File: config.mk
export PLATFORM = sky130hd
export DESIGN_NAME = asrd_top
export DESIGN_NICKNAME = d
export VERILOG_FILES = /design/src/include/asrd_pkg.sv /design/src/include/asrd_sel_if.sv /design/src/hdl/asrd_addr_match.sv /design/src/hdl/asrd_reg_decode.sv /design/src/hdl/asrd_top.sv
export SDC_FILE = /design/constraint.sdc
export NUM_CORES = 1
export LEC_CHECK = 0
export ABC_AREA = 1
export BUFFER_PORTS_ARGS = -buffer_cell sky130_fd_sc_hd__clkbuf_2
export CORE_MARGIN = 2
export CORE_UTILIZATION = 45
export CTS_BUF_LIST = sky130_fd_sc_hd__clkbuf_8
export CTS_CLUSTER_DIAMETER = 80
export DETAILED_ROUTE_END_ITERATION = 10
export PLACE_DENSITY_LB_ADDON = 0.05
export SLEW_MARGIN = 40
export SYNTH_ARGS = -nofsm -noshare
export SYNTH_HDL_FRONTEND = slang
export SYNTH_SLANG_ARGS = --single-unit
File: constraint.sdc
create_clock -name sys_clk_in -period 1.7 [get_ports sys_clk_in]
set_clock_uncertainty 0.05 [all_clocks]
set_input_delay 0 -clock sys_clk_in [delete_from_list [all_inputs] [get_ports sys_clk_in]]
set_output_delay 0 -clock sys_clk_in [all_outputs]
set_load 0.1 [all_outputs]
File: src/include/asrd_pkg.sv
// constants, state encoding and register map of the slave address decoder
package asrd_pkg;
    // register byte offsets; the select code is offset bits 3:1
    localparam logic [3:0] ASRD_OFS_ID = 4'h0;
    localparam logic [3:0] ASRD_OFS_TYPE = 4'h2;
    localparam logic [3:0] ASRD_OFS_STATUS = 4'h4;
    localparam logic [3:0] ASRD_OFS_CONTROL = 4'h4;
    localparam logic [3:0] ASRD_OFS_USER0 = 4'h6;
    localparam int ASRD_USER_COUNT = 5;
    localparam int ASRD_SEL_COUNT = 8;
    // second stage compare: {A15, A14, AM5..AM0} against 1110_1X01
    localparam logic [7:0] ASRD_AM_PATTERN = 8'hE9;
    localparam logic [7:0] ASRD_AM_MASK = 8'hFB;
    // identification word, value arbitrary
    localparam logic [15:0] ASRD_ID_VALUE = 16'hA5C3;
    // device type upper byte reads as ones
    localparam logic [7:0] ASRD_TYPE_UPPER = 8'hFF;
    // status register is 8 bits; upper byte reads zero
    localparam logic [7:0] ASRD_STATUS_UPPER = 8'h00;
    // undriven internal bus floats high through pull-ups
    localparam logic [15:0] ASRD_BUS_IDLE = 16'hFFFF;
    localparam logic [7:0] ASRD_CONTROL_RESET = 8'h00;
    localparam logic [15:0] ASRD_BUS_RESET = 16'h0000;
    // status field positions
    localparam int ASRD_SELFTEST_PASSED_BIT = 2;
    localparam int ASRD_EXTENDED_TEST_BIT = 3;
    // transfer acknowledge sequencer, gray along idle-enable-latch-ack-release
    typedef enum logic [2:0] {
        ASRD_ST_IDLE = 3'h0,
        ASRD_ST_ENABLE = 3'h1,
        ASRD_ST_LATCH = 3'h3,
        ASRD_ST_ACK = 3'h2,
        ASRD_ST_RELEASE = 3'h6
    } asrd_state_t;
endpackage

File: src/include/asrd_sel_if.sv
// register-select signals between the sequencer and the address decoder
`timescale 1ns/10ps
interface asrd_sel_if;
    logic capture;
    logic release_lat;
    logic active;
    logic [5:1] addr;
    logic lat_a4;
    logic lat_a5;
    logic sel_id;
    logic sel_type;
    logic sel_status;
    logic [4:0] sel_user;
    modport ctl (
        output capture, release_lat, active, addr,
        input lat_a4, lat_a5, sel_id, sel_type, sel_status, sel_user
    );
    modport dec (
        input capture, release_lat, active, addr,
        output lat_a4, lat_a5, sel_id, sel_type, sel_status, sel_user
    );
endinterface

File: src/hdl/asrd_addr_match.sv
// two-stage logical address and address-modifier comparator
`timescale 1ns/10ps
module asrd_addr_match import asrd_pkg::*; (
    // backplane lines
    input wire logic [15:6] addr_in,
    input wire logic [5:0] am_in,
    input wire logic iack_n_in,
    input wire logic lword_n_in,
    // switch setting
    input wire logic [7:0] logical_address_switch_in,
    // results
    output logic stage1_match_out,
    output logic card_match_n_out
);
    logic [7:0] am_vec;
    logic stage2_match;

    // interrupt acknowledge cycles bypass normal decoding
    assign stage1_match_out = (addr_in[13:6] == logical_address_switch_in)
        && iack_n_in;
    assign am_vec = {addr_in[15], addr_in[14], am_in};
    // am bit 2 masked so both 29h and 2Dh match
    assign stage2_match = (((am_vec ^ ASRD_AM_PATTERN) & ASRD_AM_MASK) == 8'h00)
        && lword_n_in;
    assign card_match_n_out = ~(stage1_match_out && stage2_match);
endmodule

File: src/hdl/asrd_reg_decode.sv
// register-select address latch and one-of-eight enable decoder
`timescale 1ns/10ps
module asrd_reg_decode import asrd_pkg::*; (
    // clock and reset
    input wire logic sys_clk_in,
    input wire logic rst_in,
    // select signals
    asrd_sel_if.dec sel
);
    logic [5:1] lat_addr;
    logic lat_match;
    logic dec_en;
    logic [ASRD_SEL_COUNT-1:0] one_hot;

    // address held until the sequencer releases it after strobes go high
    always_ff @(posedge sys_clk_in or posedge rst_in) begin
        if (rst_in) begin
            lat_addr <= 5'h00;
            lat_match <= 1'b0;
        end else if (sel.capture) begin
            lat_addr <= sel.addr;
            lat_match <= 1'b1;
        end else if (sel.release_lat) begin
            lat_match <= 1'b0;
        end
    end

    assign dec_en = lat_match && sel.active && !lat_addr[5] && !lat_addr[4];

    genvar i;
    generate
        for (i = 0; i < ASRD_SEL_COUNT; i = i + 1) begin : g_sel
            assign one_hot[i] = dec_en && (lat_addr[3:1] == 3'(i));
        end
    endgenerate

    assign sel.sel_id = one_hot[ASRD_OFS_ID[3:1]];
    assign sel.sel_type = one_hot[ASRD_OFS_TYPE[3:1]];
    assign sel.sel_status = one_hot[ASRD_OFS_STATUS[3:1]];
    assign sel.sel_user = one_hot[ASRD_SEL_COUNT-1:ASRD_OFS_USER0[3:1]];
    assign sel.lat_a4 = lat_addr[4];
    assign sel.lat_a5 = lat_addr[5];
endmodule

File: src/hdl/asrd_top.sv
// A16/D16 register-based slave: address match, select latch, data steering
//
// What this block does
// logical address recognised only when A6..A13 equal the address switch
// first stage matches only with IACK high; it enables stage two
// second stage accepts AM 29h or 2Dh, AM2 ignored, fixed pattern
// A14 and A15 must both be high for a valid access
// access decoded only while LWORD is high (short word)
// both stages matching drives the card-match low, starting a transfer
// transceiver enable low during transfer also latches A1..A5
// latched select address stays stable until data strobes go high
// select decoder enabled only on match with latched A4 and A5 low
// A3..A1 pick id, device type, status/control, or five user enables
// five user enables plus latched A4, A5 are offered to user logic
// both byte transceivers enabled only while enable is low in a transfer
// write low moves backplane data inward, high drives internal data out
// backplane write line inverted; user sees only active-high write
// status read with write high puts eight status inputs on bits 0-7
// status bit 2 self-test passed, bit 3 low means extended test
// user logic must hold status inputs stable; no latching here
// device type read gives switch code low byte, ones in high byte
// each type bit reads one unless its switch pulls it low
// type code should avoid the slot 0 reserved range
// control write captures bits 0-7 on a one-cycle low latch pulse
// all sequencer signals run on the one system clock
// hold ack and latch until strobes drop, then release in order
// controller sets address lines before strobes and holds until ack
`timescale 1ns/10ps
module asrd_top import asrd_pkg::*; (
    // clock and reset
    input wire logic sys_clk_in,
    input wire logic rst_in,
    // backplane address and cycle control
    input wire logic [15:1] addr_in,
    input wire logic [5:0] am_in,
    input wire logic iack_n_in,
    input wire logic lword_n_in,
    input wire logic as_n_in,
    input wire logic ds0_n_in,
    input wire logic ds1_n_in,
    input wire logic write_n_in,
    // backplane data lines, one enable per byte transceiver
    input wire logic [15:0] data_in,
    output logic [15:0] data_out,
    output logic [1:0] data_oe_n_out,
    // transfer acknowledge, open drain
    input wire logic dtack_in,
    output logic dtack_out,
    output logic dtack_oe_n_out,
    // configuration switches
    input wire logic [7:0] logical_address_switch_in,
    input wire logic [7:0] type_code_switch_in,
    // user side inputs
    input wire logic dtack_inhibit_in,
    input wire logic [7:0] status_inputs_in,
    input wire logic [15:0] user_data_in,
    // user side outputs
    output logic write_out,
    output logic card_match_n_out,
    output logic transceiver_enable_n_out,
    output logic control_latch_n_out,
    output logic [4:0] user_enable_n_out,
    output logic latched_a4_out,
    output logic latched_a5_out,
    output logic [15:0] internal_data_bus_out,
    output logic [7:0] control_outputs_out
);
    asrd_state_t state;
    asrd_state_t next_state;
    logic wr_q;
    logic [15:0] int_bus;
    logic [15:0] next_int_bus;
    logic [7:0] control;
    logic strobes_active;
    logic strobes_gone;
    logic start;
    logic tx_active;
    logic ack_active;
    logic latch_pulse;
    logic ctrl_write;
    logic card_match_n;
    logic [15:0] rd_mux;
    logic [15:0] status_word;
    logic [15:0] type_word;

    asrd_sel_if sel ();

    asrd_addr_match u_match (
        .addr_in(addr_in[15:6]),
        .am_in(am_in),
        .iack_n_in(iack_n_in),
        .lword_n_in(lword_n_in),
        .logical_address_switch_in(logical_address_switch_in),
        .stage1_match_out(),
        .card_match_n_out(card_match_n)
    );

    asrd_reg_decode u_decode (
        .sys_clk_in(sys_clk_in),
        .rst_in(rst_in),
        .sel(sel)
    );

    // either strobe marks a D16 cycle; a single byte lane is still a cycle
    assign strobes_active = !ds0_n_in || !ds1_n_in;
    assign strobes_gone = ds0_n_in && ds1_n_in;
    assign start = !card_match_n && strobes_active && !as_n_in;

    // sequencer: one clock for every transfer signal
    always_ff @(posedge sys_clk_in or posedge rst_in) begin
        if (rst_in) begin
            state <= ASRD_ST_IDLE;
        end else begin
            state <= next_state;
        end
    end

    always_comb begin
        next_state = state;
        case (state)
            ASRD_ST_IDLE: begin
                if (start) begin
                    next_state = ASRD_ST_ENABLE;
                end
            end
            ASRD_ST_ENABLE: begin
                // inhibit parks the cycle with bus enabled and address held
                if (dtack_inhibit_in) begin
                    next_state = ASRD_ST_ENABLE;
                end else if (wr_q) begin
                    next_state = ASRD_ST_LATCH;
                end else begin
                    next_state = ASRD_ST_ACK;
                end
            end
            ASRD_ST_LATCH: begin
                next_state = ASRD_ST_ACK;
            end
            ASRD_ST_ACK: begin
                if (strobes_gone) begin
                    next_state = ASRD_ST_RELEASE;
                end
            end
            ASRD_ST_RELEASE: begin
                next_state = ASRD_ST_IDLE;
            end
            default: begin
                next_state = ASRD_ST_IDLE;
            end
        endcase
    end

    assign tx_active = (state == ASRD_ST_ENABLE) || (state == ASRD_ST_LATCH)
        || (state == ASRD_ST_ACK);
    // acknowledge is held one state past the transceiver shutdown
    assign ack_active = (state == ASRD_ST_ACK) || (state == ASRD_ST_RELEASE);
    assign latch_pulse = (state == ASRD_ST_LATCH);

    // direction caught at cycle start so a late write edge cannot flip it
    always_ff @(posedge sys_clk_in or posedge rst_in) begin
        if (rst_in) begin
            wr_q <= 1'b0;
        end else if (state == ASRD_ST_IDLE && start) begin
            wr_q <= !write_n_in;
        end
    end

    // select latch control
    assign sel.capture = (state == ASRD_ST_IDLE) && start;
    assign sel.release_lat = (state == ASRD_ST_RELEASE);
    assign sel.active = tx_active;
    assign sel.addr = addr_in[5:1];

    // read sources; status passes straight through, user keeps it stable
    assign status_word = {ASRD_STATUS_UPPER, status_inputs_in};
    assign type_word = {ASRD_TYPE_UPPER, type_code_switch_in};

    // writes disable every read source
    assign rd_mux = wr_q ? ASRD_BUS_IDLE
        : sel.sel_status ? status_word
        : sel.sel_type ? type_word
        : sel.sel_id ? ASRD_ID_VALUE
        : (|sel.sel_user) ? user_data_in
        : ASRD_BUS_IDLE;

    assign next_int_bus = wr_q ? data_in : rd_mux;

    always_ff @(posedge sys_clk_in or posedge rst_in) begin
        if (rst_in) begin
            int_bus <= ASRD_BUS_RESET;
        end else if (tx_active && strobes_active) begin
            // held once strobes rise; backplane data is stale by then
            int_bus <= next_int_bus;
        end
    end

    // control captured at the rising end of the one-cycle latch pulse
    assign ctrl_write = latch_pulse && sel.sel_status && wr_q;

    always_ff @(posedge sys_clk_in or posedge rst_in) begin
        if (rst_in) begin
            control <= ASRD_CONTROL_RESET;
        end else if (ctrl_write) begin
            control <= data_in[7:0];
        end
    end

    // backplane data driven only on reads while transceivers are on
    assign data_out = int_bus;
    assign data_oe_n_out = {2{!(tx_active && !wr_q)}};

    // acknowledge pulls the line low; released by dropping the enable
    assign dtack_out = 1'b0;
    assign dtack_oe_n_out = !ack_active;

    // user side
    assign write_out = !write_n_in;
    assign card_match_n_out = card_match_n;
    assign transceiver_enable_n_out = !tx_active;
    assign control_latch_n_out = !latch_pulse;
    assign user_enable_n_out = ~sel.sel_user;
    assign latched_a4_out = sel.lat_a4;
    assign latched_a5_out = sel.lat_a5;
    assign internal_data_bus_out = int_bus;
    assign control_outputs_out = control;
endmodule

==> flow_summary.ini, run 1 <==
[status]
outcome = finished clean

[setup_path]
endpoint_kind = output pin
crit_cells = 7
path_common_cell = nor2_4
criticalPathCategory = flip-flop to output pin
crit_family = simple AND/OR/NAND/NOR gates
cp_slowest_cell = dfrtp_2
path_cells = nor2_2 > nand2_2 > nor2_4 > inv_2 > nor2_4 > nand3_4 > buf_12
cp_max_fo = 4
cpPeakStageDelay_ns = 0.41
r2r_cells = 9
startpoint_type = flip-flop
worstPathBufferInverterCount = 2
critPathArrivalTime_ns = 1.63
cp.required_ns = 1.65

[pwr]
swShare_pct = 59.5
p_switching_uw = 3060
leakage_uw = 0.00210
pwr-share-seq_pct = 20.5
comb_power_share_pct = 67.3
power_density_nw_per_um2 = 1370
ir_worst_vdd_v = 0.00139
p_int_uw = 2080
clkPwrFrac_pct = 12.2

[die]
num_rows = 26
initial_utilization_pct = 46.1
die_x_microns = 75.9
die_y_microns = 75.9
ios = 142
dieArea_sq_um = 5760
core-area_sq_um = 5040

[timing]
worstMarginPinSlew_ns = 0.582
fmax_mhz = 594
rsz0062_at_grt = true
layout_min_cycle_time_ns = 1.68
hold_violations = 0
slew_viol_final = 0
slew_headroom_pct = 61.2
setup_viol = 0
fin_crit_sh_pct = 99.0

[min_path]
min_delay_path_depth = 4
hp-class = primary input to flip-flop

[global_routing]
grt_max_degree = 35
grt_pass1_wl_microns = 10400
grt_pass1_vias = 2398
grt_usage_pct = 23.7
grt_antenna_before_repair = 0
grt-ovfl-total = 0

[logic_synthesis]
synthFlopType = dfrtp_1
postSynthRegisterBits = 34
ys_types = 25
syn_area_sq_um = 2330
synth-edff-count = 0
seq_area_frac_synth_pct = 36.6
synth_warnings = 0
synth_nets = 433
syn_inst = 346
syn_area_per_cell_sq_um = 6.72
async_flop_share_pct = 100

[clocking]
htree_num_levels = 2
clock-sinks = 34
root_buffer = clkbuf_8
cts_tree = yes
path_clk_slew_ns = 0.07
numCtsBuffers = 5
clkLatencyLatePin_ns = 0.29
cts_buffer_depth = 2

[route]
wl_per_cell_microns = 11.8
dr.pass1.iters = 4
vias = 2706
ant_nets = 0
drc = 0
viasPerCell = 4.63
drt_iter0_drc = 153
totalWireLength_microns = 6910

[placement]
place.detailed.hpwl_microns = 5050
place.gp.congestion = 0.768
port-buffer-count = 138
dpl_cell_area_sq_um = 3250

[cells_and_area]
final_cell_mix = 131 x clkbuf_2, 95 x nand2_1, 48 x inv_1
mostFrequentLayoutCell = clkbuf_2
syn2layout_area_growth_pct = 60.7
fin_nets = 601
fin_util_pct = 74.1
layout-drive-gt1-share_pct = 43.1
diodes = 0
final_area_sq_um = 3740

[flow_run]
drv_cap = 0
power groups by stage:
stage | Clock (uW) | Combinational (uW) | Sequential, uW
after floorplan | 0 | 2060 | 1730
after global placement | 0 | 3260 | 1060
after detailed placement | 0 | 3280 | 1070
after CTS | 635 | 3400 | 1050
after global routing | 669 | 3650 | 1070
final | 629 | 3460 | 1050
per-layer routing:
layer / share of wire (%) / track usage [%]
met1: 40 / 27.4
met2: 52 / 43.6
met3: 7.2 / 4.63
met4: 1.4 / 7.60
met5: 0 / 0
worst reg2reg max path: stages, from the launching register on:
cell	delay, ns
dfrtp_2	0.44
o21ai_4	0.19
nor2_4	0.07
buf_6	0.13
buf_6	0.13
nand3_4	0.10
nand2_8	0.08
nor2_4	0.18
nand2_1	0.09
a21boi_2	0.13
path summary, 6_finish.rpt:
path	from	endpoint	slack, ns
max	u_decode.lat_addr[4]	user_enable_n_out[1]	0.02
min	user_data_in[12]	data_out[12]	0.03
max reg2reg	state[0]	data_out[14]	0.06
min reg2reg	control_outputs_out[2]	control_outputs_out[2]	0.45
max in group asynchronous	rst_in	state[1]	0.96
min in group asynchronous	rst_in	wr_q	0.29
metrics by stage:
stage / total power, uW / setup slack, ns / TNS [ns] / instances / hold WS [ns]
after floorplan: 3790 / -0.243 / -4.91 / 346 / 0.0617
after global placement: 4320 / 0.0450 / 0 / 543 / 0.0524
after detailed placement: 4360 / -0.0534 / -0.160 / 543 / 0.0614
after CTS: 5080 / 0.000109 / 0 / 583 / 0.0177
after global routing: 5390 / -0.0505 / -0.281 / 585 / 0.0704
final: 5140 / 0.0176 / 0 / 585 / 0.0349
what timing repair did:
item                       CTS  global route
hold buffers                28             0
gates cloned                 0             1
setup endpoints to repair   20            27
pin swaps                    7             6
setup buffers                4             1
gates resized for setup      2            16
hold endpoints to repair    58             0
synth_stat cells, types with 2 or more instances:
| library cell | count | area (sq um) |
|---|---|---|
| nand3_1 | 19 | 95.1 |
| or2_2 | 16 | 100 |
| nand3b_1 | 4 | 30.0 |
| nand3_2 | 2 | 20.0 |
| dfrtp_1 | 34 | 851 |
| inv_1 | 48 | 180 |
| clkbuf_1 | 5 | 18.8 |
| nand2_1 | 99 | 372 |
| nor3_1 | 2 | 10.0 |
| buf_2 | 2 | 10.0 |
| a21boi_1 | 8 | 60.1 |
| nor2_2 | 4 | 25.0 |
| inv_2 | 5 | 18.8 |
| o21ai_1 | 8 | 40.0 |
| nor2_1 | 27 | 101 |
| a21oi_1 | 13 | 65.1 |
| nand4_1 | 8 | 50.1 |
| nor3_2 | 2 | 20.0 |
| o21ai_0 | 14 | 70.1 |
| or2_1 | 2 | 12.5 |
| buf_4 | 20 | 150 |
cell families (layout without fill, tap and decap cells):
kind of cell / count (synthesis) / in the layout / synth area share, %
AOI/OAI and AO/OA: 45 / 45 / 10.8
and+or+nand+nor: 186 / 187 / 36.2
other: 1 / 1 / 0.161
DFF: 34 / 34 / 36.6
buffers and inverters: 80 / 248 / 16.2
flip-flops by register name (all words and copies together) (netlist names):
name / flops
wr_q: 1
u_decode.lat_addr: 5
u_decode.lat_match: 1
control_outputs_out: 8
data_out: 16
state: 3
layout make-up:
cell class	count	area (sq um)
clock inverters	2	8.76
flip-flops and latches	34	857
fillers	429	1310
inverters	53	199
repair buffers	187	1250
clock buffers	6	82.6
multi-input cells	233	1250
well taps	70	87.6
No activity file was read; power rests on OpenSTA's default activity.
==> run 2, diff against run 1 <==
==> constraint.sdc (replaced) <==
create_clock -name sys_clk_in -period 1.7 [get_ports sys_clk_in]
set_clock_uncertainty 0.05 [all_clocks]
set_input_delay 0.17 -clock sys_clk_in [delete_from_list [all_inputs] [get_ports sys_clk_in]]
set_output_delay 0.17 -clock sys_clk_in [all_outputs]
set_load 0.1 [all_outputs]
==> flow_summary.ini, run 2 (same netlist as run 1, synthesis figures left out) <==
[status]
outcome = complete, but fails checks
violations = negative setup slack

[pwr]
finalPower_uw = 5120
power_density_nw_per_um2 = 1430
leakage_uw = 0.00199
ir_worst_vdd_v = 0.00125

[setup_path]
cp_max_fo = 4
endpoint_kind = output pin
reg2reg_setup_slack_ns = -0.06
worstPathBufferInverterCount = 3
crit_family = simple AND/OR/NAND/NOR gates
critPathArrivalTime_ns = 1.55
criticalPathCategory = flip-flop to output pin
cp_slowest_cell = dfrtp_2
path_cells = nor2_1 > nand2_1 > nor2_4 > inv_2 > nor2_4 > buf_12 > nand3_4 > buf_12
cpPeakStageDelay_ns = 0.40
cp.required_ns = 1.48
startpoint_type = flip-flop

[timing]
layout_min_cycle_time_ns = 1.77
fmax_mhz = 564
hold_violations = 0
holdWs_ns = 0.0608
setup_viol = 13
tns_ns = -0.413
slew_headroom_pct = 60.2
worstMarginPinSlew_ns = 0.596
rsz0062_at_grt = true
fin_crit_sh_pct = 104
layout_setup_ws_ns = -0.0728
slew_viol_final = 0

[cells_and_area]
multi_input_area_sq_um = 1300
fillers = 457
syn2layout_area_growth_pct = 53.9
mostFrequentLayoutCell = clkbuf_2
diodes = 0
layout-drive-gt1-share_pct = 45.4
fin_nets = 577
ff_latch_area_sq_um = 855
largest_reg_flops = 16
final_cell_mix = 128 x clkbuf_2, 92 x nand2_1, 50 x inv_1

[die]
core-area_sq_um = 5040
initial_utilization_pct = 46.1
dieArea_sq_um = 5760
ios = 142
die_y_microns = 75.9
die_x_microns = 75.9
num_rows = 26

[global_routing]
grt_usage_pct = 21.9
use_met2_pct = 37.4
grt-ovfl-total = 0
busiest_layer = met2
met1_usage_pct = 28.0
grt_pass1_vias = 2288
grt_antenna_before_repair = 0
grt_pass1_wl_microns = 9740
met3_usage_pct = 4.63
grt_max_degree = 35

[route]
vias = 2561
wl_per_cell_microns = 11.1
drt_iter0_drc = 54
dr.pass1.iters = 4
ant_nets = 0
drc = 0
viasPerCell = 4.57
totalWireLength_microns = 6210

[placement]
place.detailed.hpwl_microns = 4780
port-buffer-count = 138
place.gp.congestion = 0.816

[clocking]
root_buffer = clkbuf_8
htree_num_levels = 2
clkLatencyLatePin_ns = 0.28
clock-sinks = 34
cts_tree = yes
cts_buffer_depth = 2
numCtsBuffers = 5
path_clk_slew_ns = 0.07

[min_path]
hp-class = primary input to flip-flop

[flow_run]
drv_cap = 0
[run 2: cell types whose count changed in the layout (fill, tap and decap cells not counted), sizes merged]
cell and change:
clkinv -1, dlygate4sd3 -27, buf +6, clkbuf -4
inv +2
[run 2: power breakdown]
part	internal (uW)	switching, uW	leakage (uW)	total [uW]
logic	876	2650	0.00159	3520
registers	942	115	0.000354	1060
clock network	273	272	0.0000519	544
[run 2: repair_timing]
action	CTS	global route
hold endpoints to repair	34	0
pin swaps	2	10
hold buffers	1	0
resized for setup	4	25
buffers inserted	6	7
cloned	0	1
endpoints found under the setup margin	8	29
[run 2: path summary, 6_finish.rpt]
path | cells past startpoint | to | startpoint
setup / recovery | 8 | user_enable_n_out[1] | u_decode.lat_addr[5]
hold / removal | 2 | wr_q | write_n_in
setup reg to reg | 10 | data_out[11] | state[1]
hold reg to reg | 2 | control_outputs_out[2] | control_outputs_out[2]
max in group asynchronous | 4 | state[1] | rst_in
min in group asynchronous | 4 | u_decode.lat_addr[1] | rst_in
[run 2: layout make-up]
type	count	area share (%)
Multi-Input combinational cell	233	36.3
Timing Repair Buffer	163	29.4
Sequential cell	34	23.9
Inverter	53	5.70
Tap cell	70	2.45
Clock buffer	5	1.92
Clock inverter	3	0.315
[run 2: layer usage]
metal / wire length (microns) / share of wire (%)
met1: 2800 / 45
met2: 2980 / 48
met3: 349 / 5.6
met4: 79 / 1.3
met5: 0 / 0
[run 2: stage by stage]
| step | setup slack, ns | utilization (%) | std cells | instance area [sq um] |
|---|---|---|---|---|
| after floorplan | -0.270 | - | 346 | 2490 |
| after global placement | 0.0486 | 65.7 | 541 | 3310 |
| after detailed placement | 0.00769 | 65.7 | 541 | 3310 |
| after CTS | -0.0953 | 68.3 | 555 | 3450 |
| after global routing | -0.175 | 71.0 | 561 | 3580 |
| final | -0.0728 | 71.0 | 561 | 3580 |
==> run 3, diff against run 2 <==
--- a/config.mk
+++ b/config.mk
@@ -12,6 +12,7 @@
 export CTS_BUF_LIST = sky130_fd_sc_hd__clkbuf_8
 export CTS_CLUSTER_DIAMETER = 80
 export DETAILED_ROUTE_END_ITERATION = 10
+export GPL_TIMING_DRIVEN = 0
 export PLACE_DENSITY_LB_ADDON = 0.05
 export SLEW_MARGIN = 40
 export SYNTH_ARGS = -nofsm -noshare
==> flow_summary.ini, run 3 (same netlist as run 1, synthesis figures left out) <==
[cells_and_area]
fin_nets = 601
largest_reg_flops = 16
diodes = 0
syn2layout_area_growth_pct = 64.4
fin_cells = 585
final_cell_mix = 131 x clkbuf_2, 95 x nand2_1, 47 x inv_1
multi_input_area_sq_um = 1320
ff_latch_area_sq_um = 858
fillers = 386
layout-drive-gt1-share_pct = 49.1
mostFrequentLayoutCell = clkbuf_2

[timing]
worstMarginPinSlew_ns = 0.760
slew_viol_final = 0
fmax_mhz = 537
slew_headroom_pct = 49.3
layout_setup_ws_ns = -0.160
rsz0062_at_grt = true
fin_crit_sh_pct = 109
setup_viol = 5
layout_min_cycle_time_ns = 1.86
hold_violations = 0

[pwr]
clkPwrFrac_pct = 11.6
p_switching_uw = 3120
comb_power_share_pct = 68.6
pwr-share-seq_pct = 19.8
p_int_uw = 2240
finalPower_uw = 5370
leakage_uw = 0.00210
power_density_nw_per_um2 = 1400
ir_worst_vdd_v = 0.00146
swShare_pct = 58.2

[setup_path]
path_cells = nor2_1 > nand2_1 > nor2_4 > inv_2 > nor2_4 > buf_12 > nand3_4 > clkbuf_16
criticalPathCategory = flip-flop to output pin
cp.required_ns = 1.48
endpoint_kind = output pin
path_common_cell = nor2_4
startpoint_type = flip-flop
cp_slowest_cell = dfrtp_2
cpPeakStageDelay_ns = 0.40
critPathArrivalTime_ns = 1.64
cp_max_fo = 4

[die]
die_x_microns = 75.9
die_y_microns = 75.9
ios = 142
num_rows = 26
core-area_sq_um = 5040
dieArea_sq_um = 5760
initial_utilization_pct = 46.1

[global_routing]
grt_antenna_before_repair = 0
grt_usage_pct = 23.3
grt_pass1_vias = 2394
grt-ovfl-total = 0
grt_pass1_wl_microns = 10300
grt_max_degree = 35

[route]
vias = 2785
ant_nets = 0
viasPerCell = 4.76
drc = 0
wl_per_cell_microns = 12.1
drt_iter0_drc = 126
dr.pass1.iters = 4
totalWireLength_microns = 7090

[placement]
dp.cells = 554
port-buffer-count = 138
place.detailed.hpwl_microns = 4900
place.gp.congestion = 0.767

[clocking]
numCtsBuffers = 5
path_clk_slew_ns = 0.07
cts_tree = yes
cts_buffer_depth = 2
root_buffer = clkbuf_8
clock-sinks = 34
clkLatencyLatePin_ns = 0.29
htree_num_levels = 2

[status]
violations = negative setup slack
outcome = complete, but fails checks

[min_path]
hp-class = primary input to flip-flop

[flow_run]
drv_cap = 0
run 3: cell types whose count changed in the layout (fill, tap and decap cells not counted), sizes merged:
| cell | delta |
|---|---|
| inv | -2 |
| buf | +14 |
| clkbuf | +12 |
| clkinv | +1 |
| nand2 | -1 |
run 3: power groups by stage:
stage	clock (uW)	sequential, uW	combinational (uW)
4_1_cts	629	1060	3510
3_3_place_gp	0	1070	3270
5_1_grt	665	1090	3880
2_1_floorplan	0	1730	2130
6_report	620	1060	3680
3_5_place_dp	0	1070	3280
run 3: worst paths after layout:
check	to	start	slack [ns]	depth (start not counted)
worst min-delay path	wr_q	write_n_in	0.03	2
worst max-delay path	user_enable_n_out[1]	u_decode.lat_addr[4]	-0.16	8
worst min register to register	control_outputs_out[2]	control_outputs_out[2]	0.45	2
min in group asynchronous	data_out[13]	rst_in	0.50	3
max in group asynchronous	state[1]	rst_in	0.56	3
worst max register to register	control_outputs_out[6]	u_decode.lat_addr[4]	0.07	9
run 3: layer usage:
metal | GRT usage (%) | wire [microns] | vias up
met1 | 28.8 | 2910 | 1256
li1 | - | - | 1396
met2 | 41.4 | 3570 | 115
met5 | 0 | 0 | -
met4 | 7.41 | 123 | 0
met3 | 3.84 | 488 | 18
run 3: metrics by stage:
step	TNS (ns)	setup slack, ns	area, sq um	hold WS [ns]	utilization (%)
2_1_floorplan	-5.42	-0.270	2490	0.232	-
3_3_place_gp	-2.20	-0.219	3270	0.335	64.8
3_5_place_dp	-2.32	-0.219	3270	0.281	64.8
4_1_cts	-1.04	-0.140	3630	0.0324	71.9
5_1_grt	-1.70	-0.263	3820	0.0303	75.8
6_report	-0.606	-0.160	3820	0.0337	75.8
run 3: critical path: cells and delay by family (launching register included):
family,cells,cell delay (ns)
buf+inv,3,0.43
flops,1,0.40
simple gates,5,0.54
run 3: area by class of cell:
type                       count  share of cell area [%]
buffer                        25                    5.46
sequential                    34                    22.4
clock buffer                   6                    2.16
inverter                      53                    5.27
tap                           70                    2.29
multi-input combinational    232                    34.4
timing repair buffer         163                    27.7
clock inverter                 2                   0.229
run 3: repair_timing:
item / 4_1_cts / 5_1_grt
cloned: 0 / 1
hold buffers: 1 / 0
setup endpoints to repair: 26 / 38
hold endpoints to repair: 34 / 0
pin swaps: 5 / 13
gates resized for setup: 33 / 34
setup buffers: 9 / 14
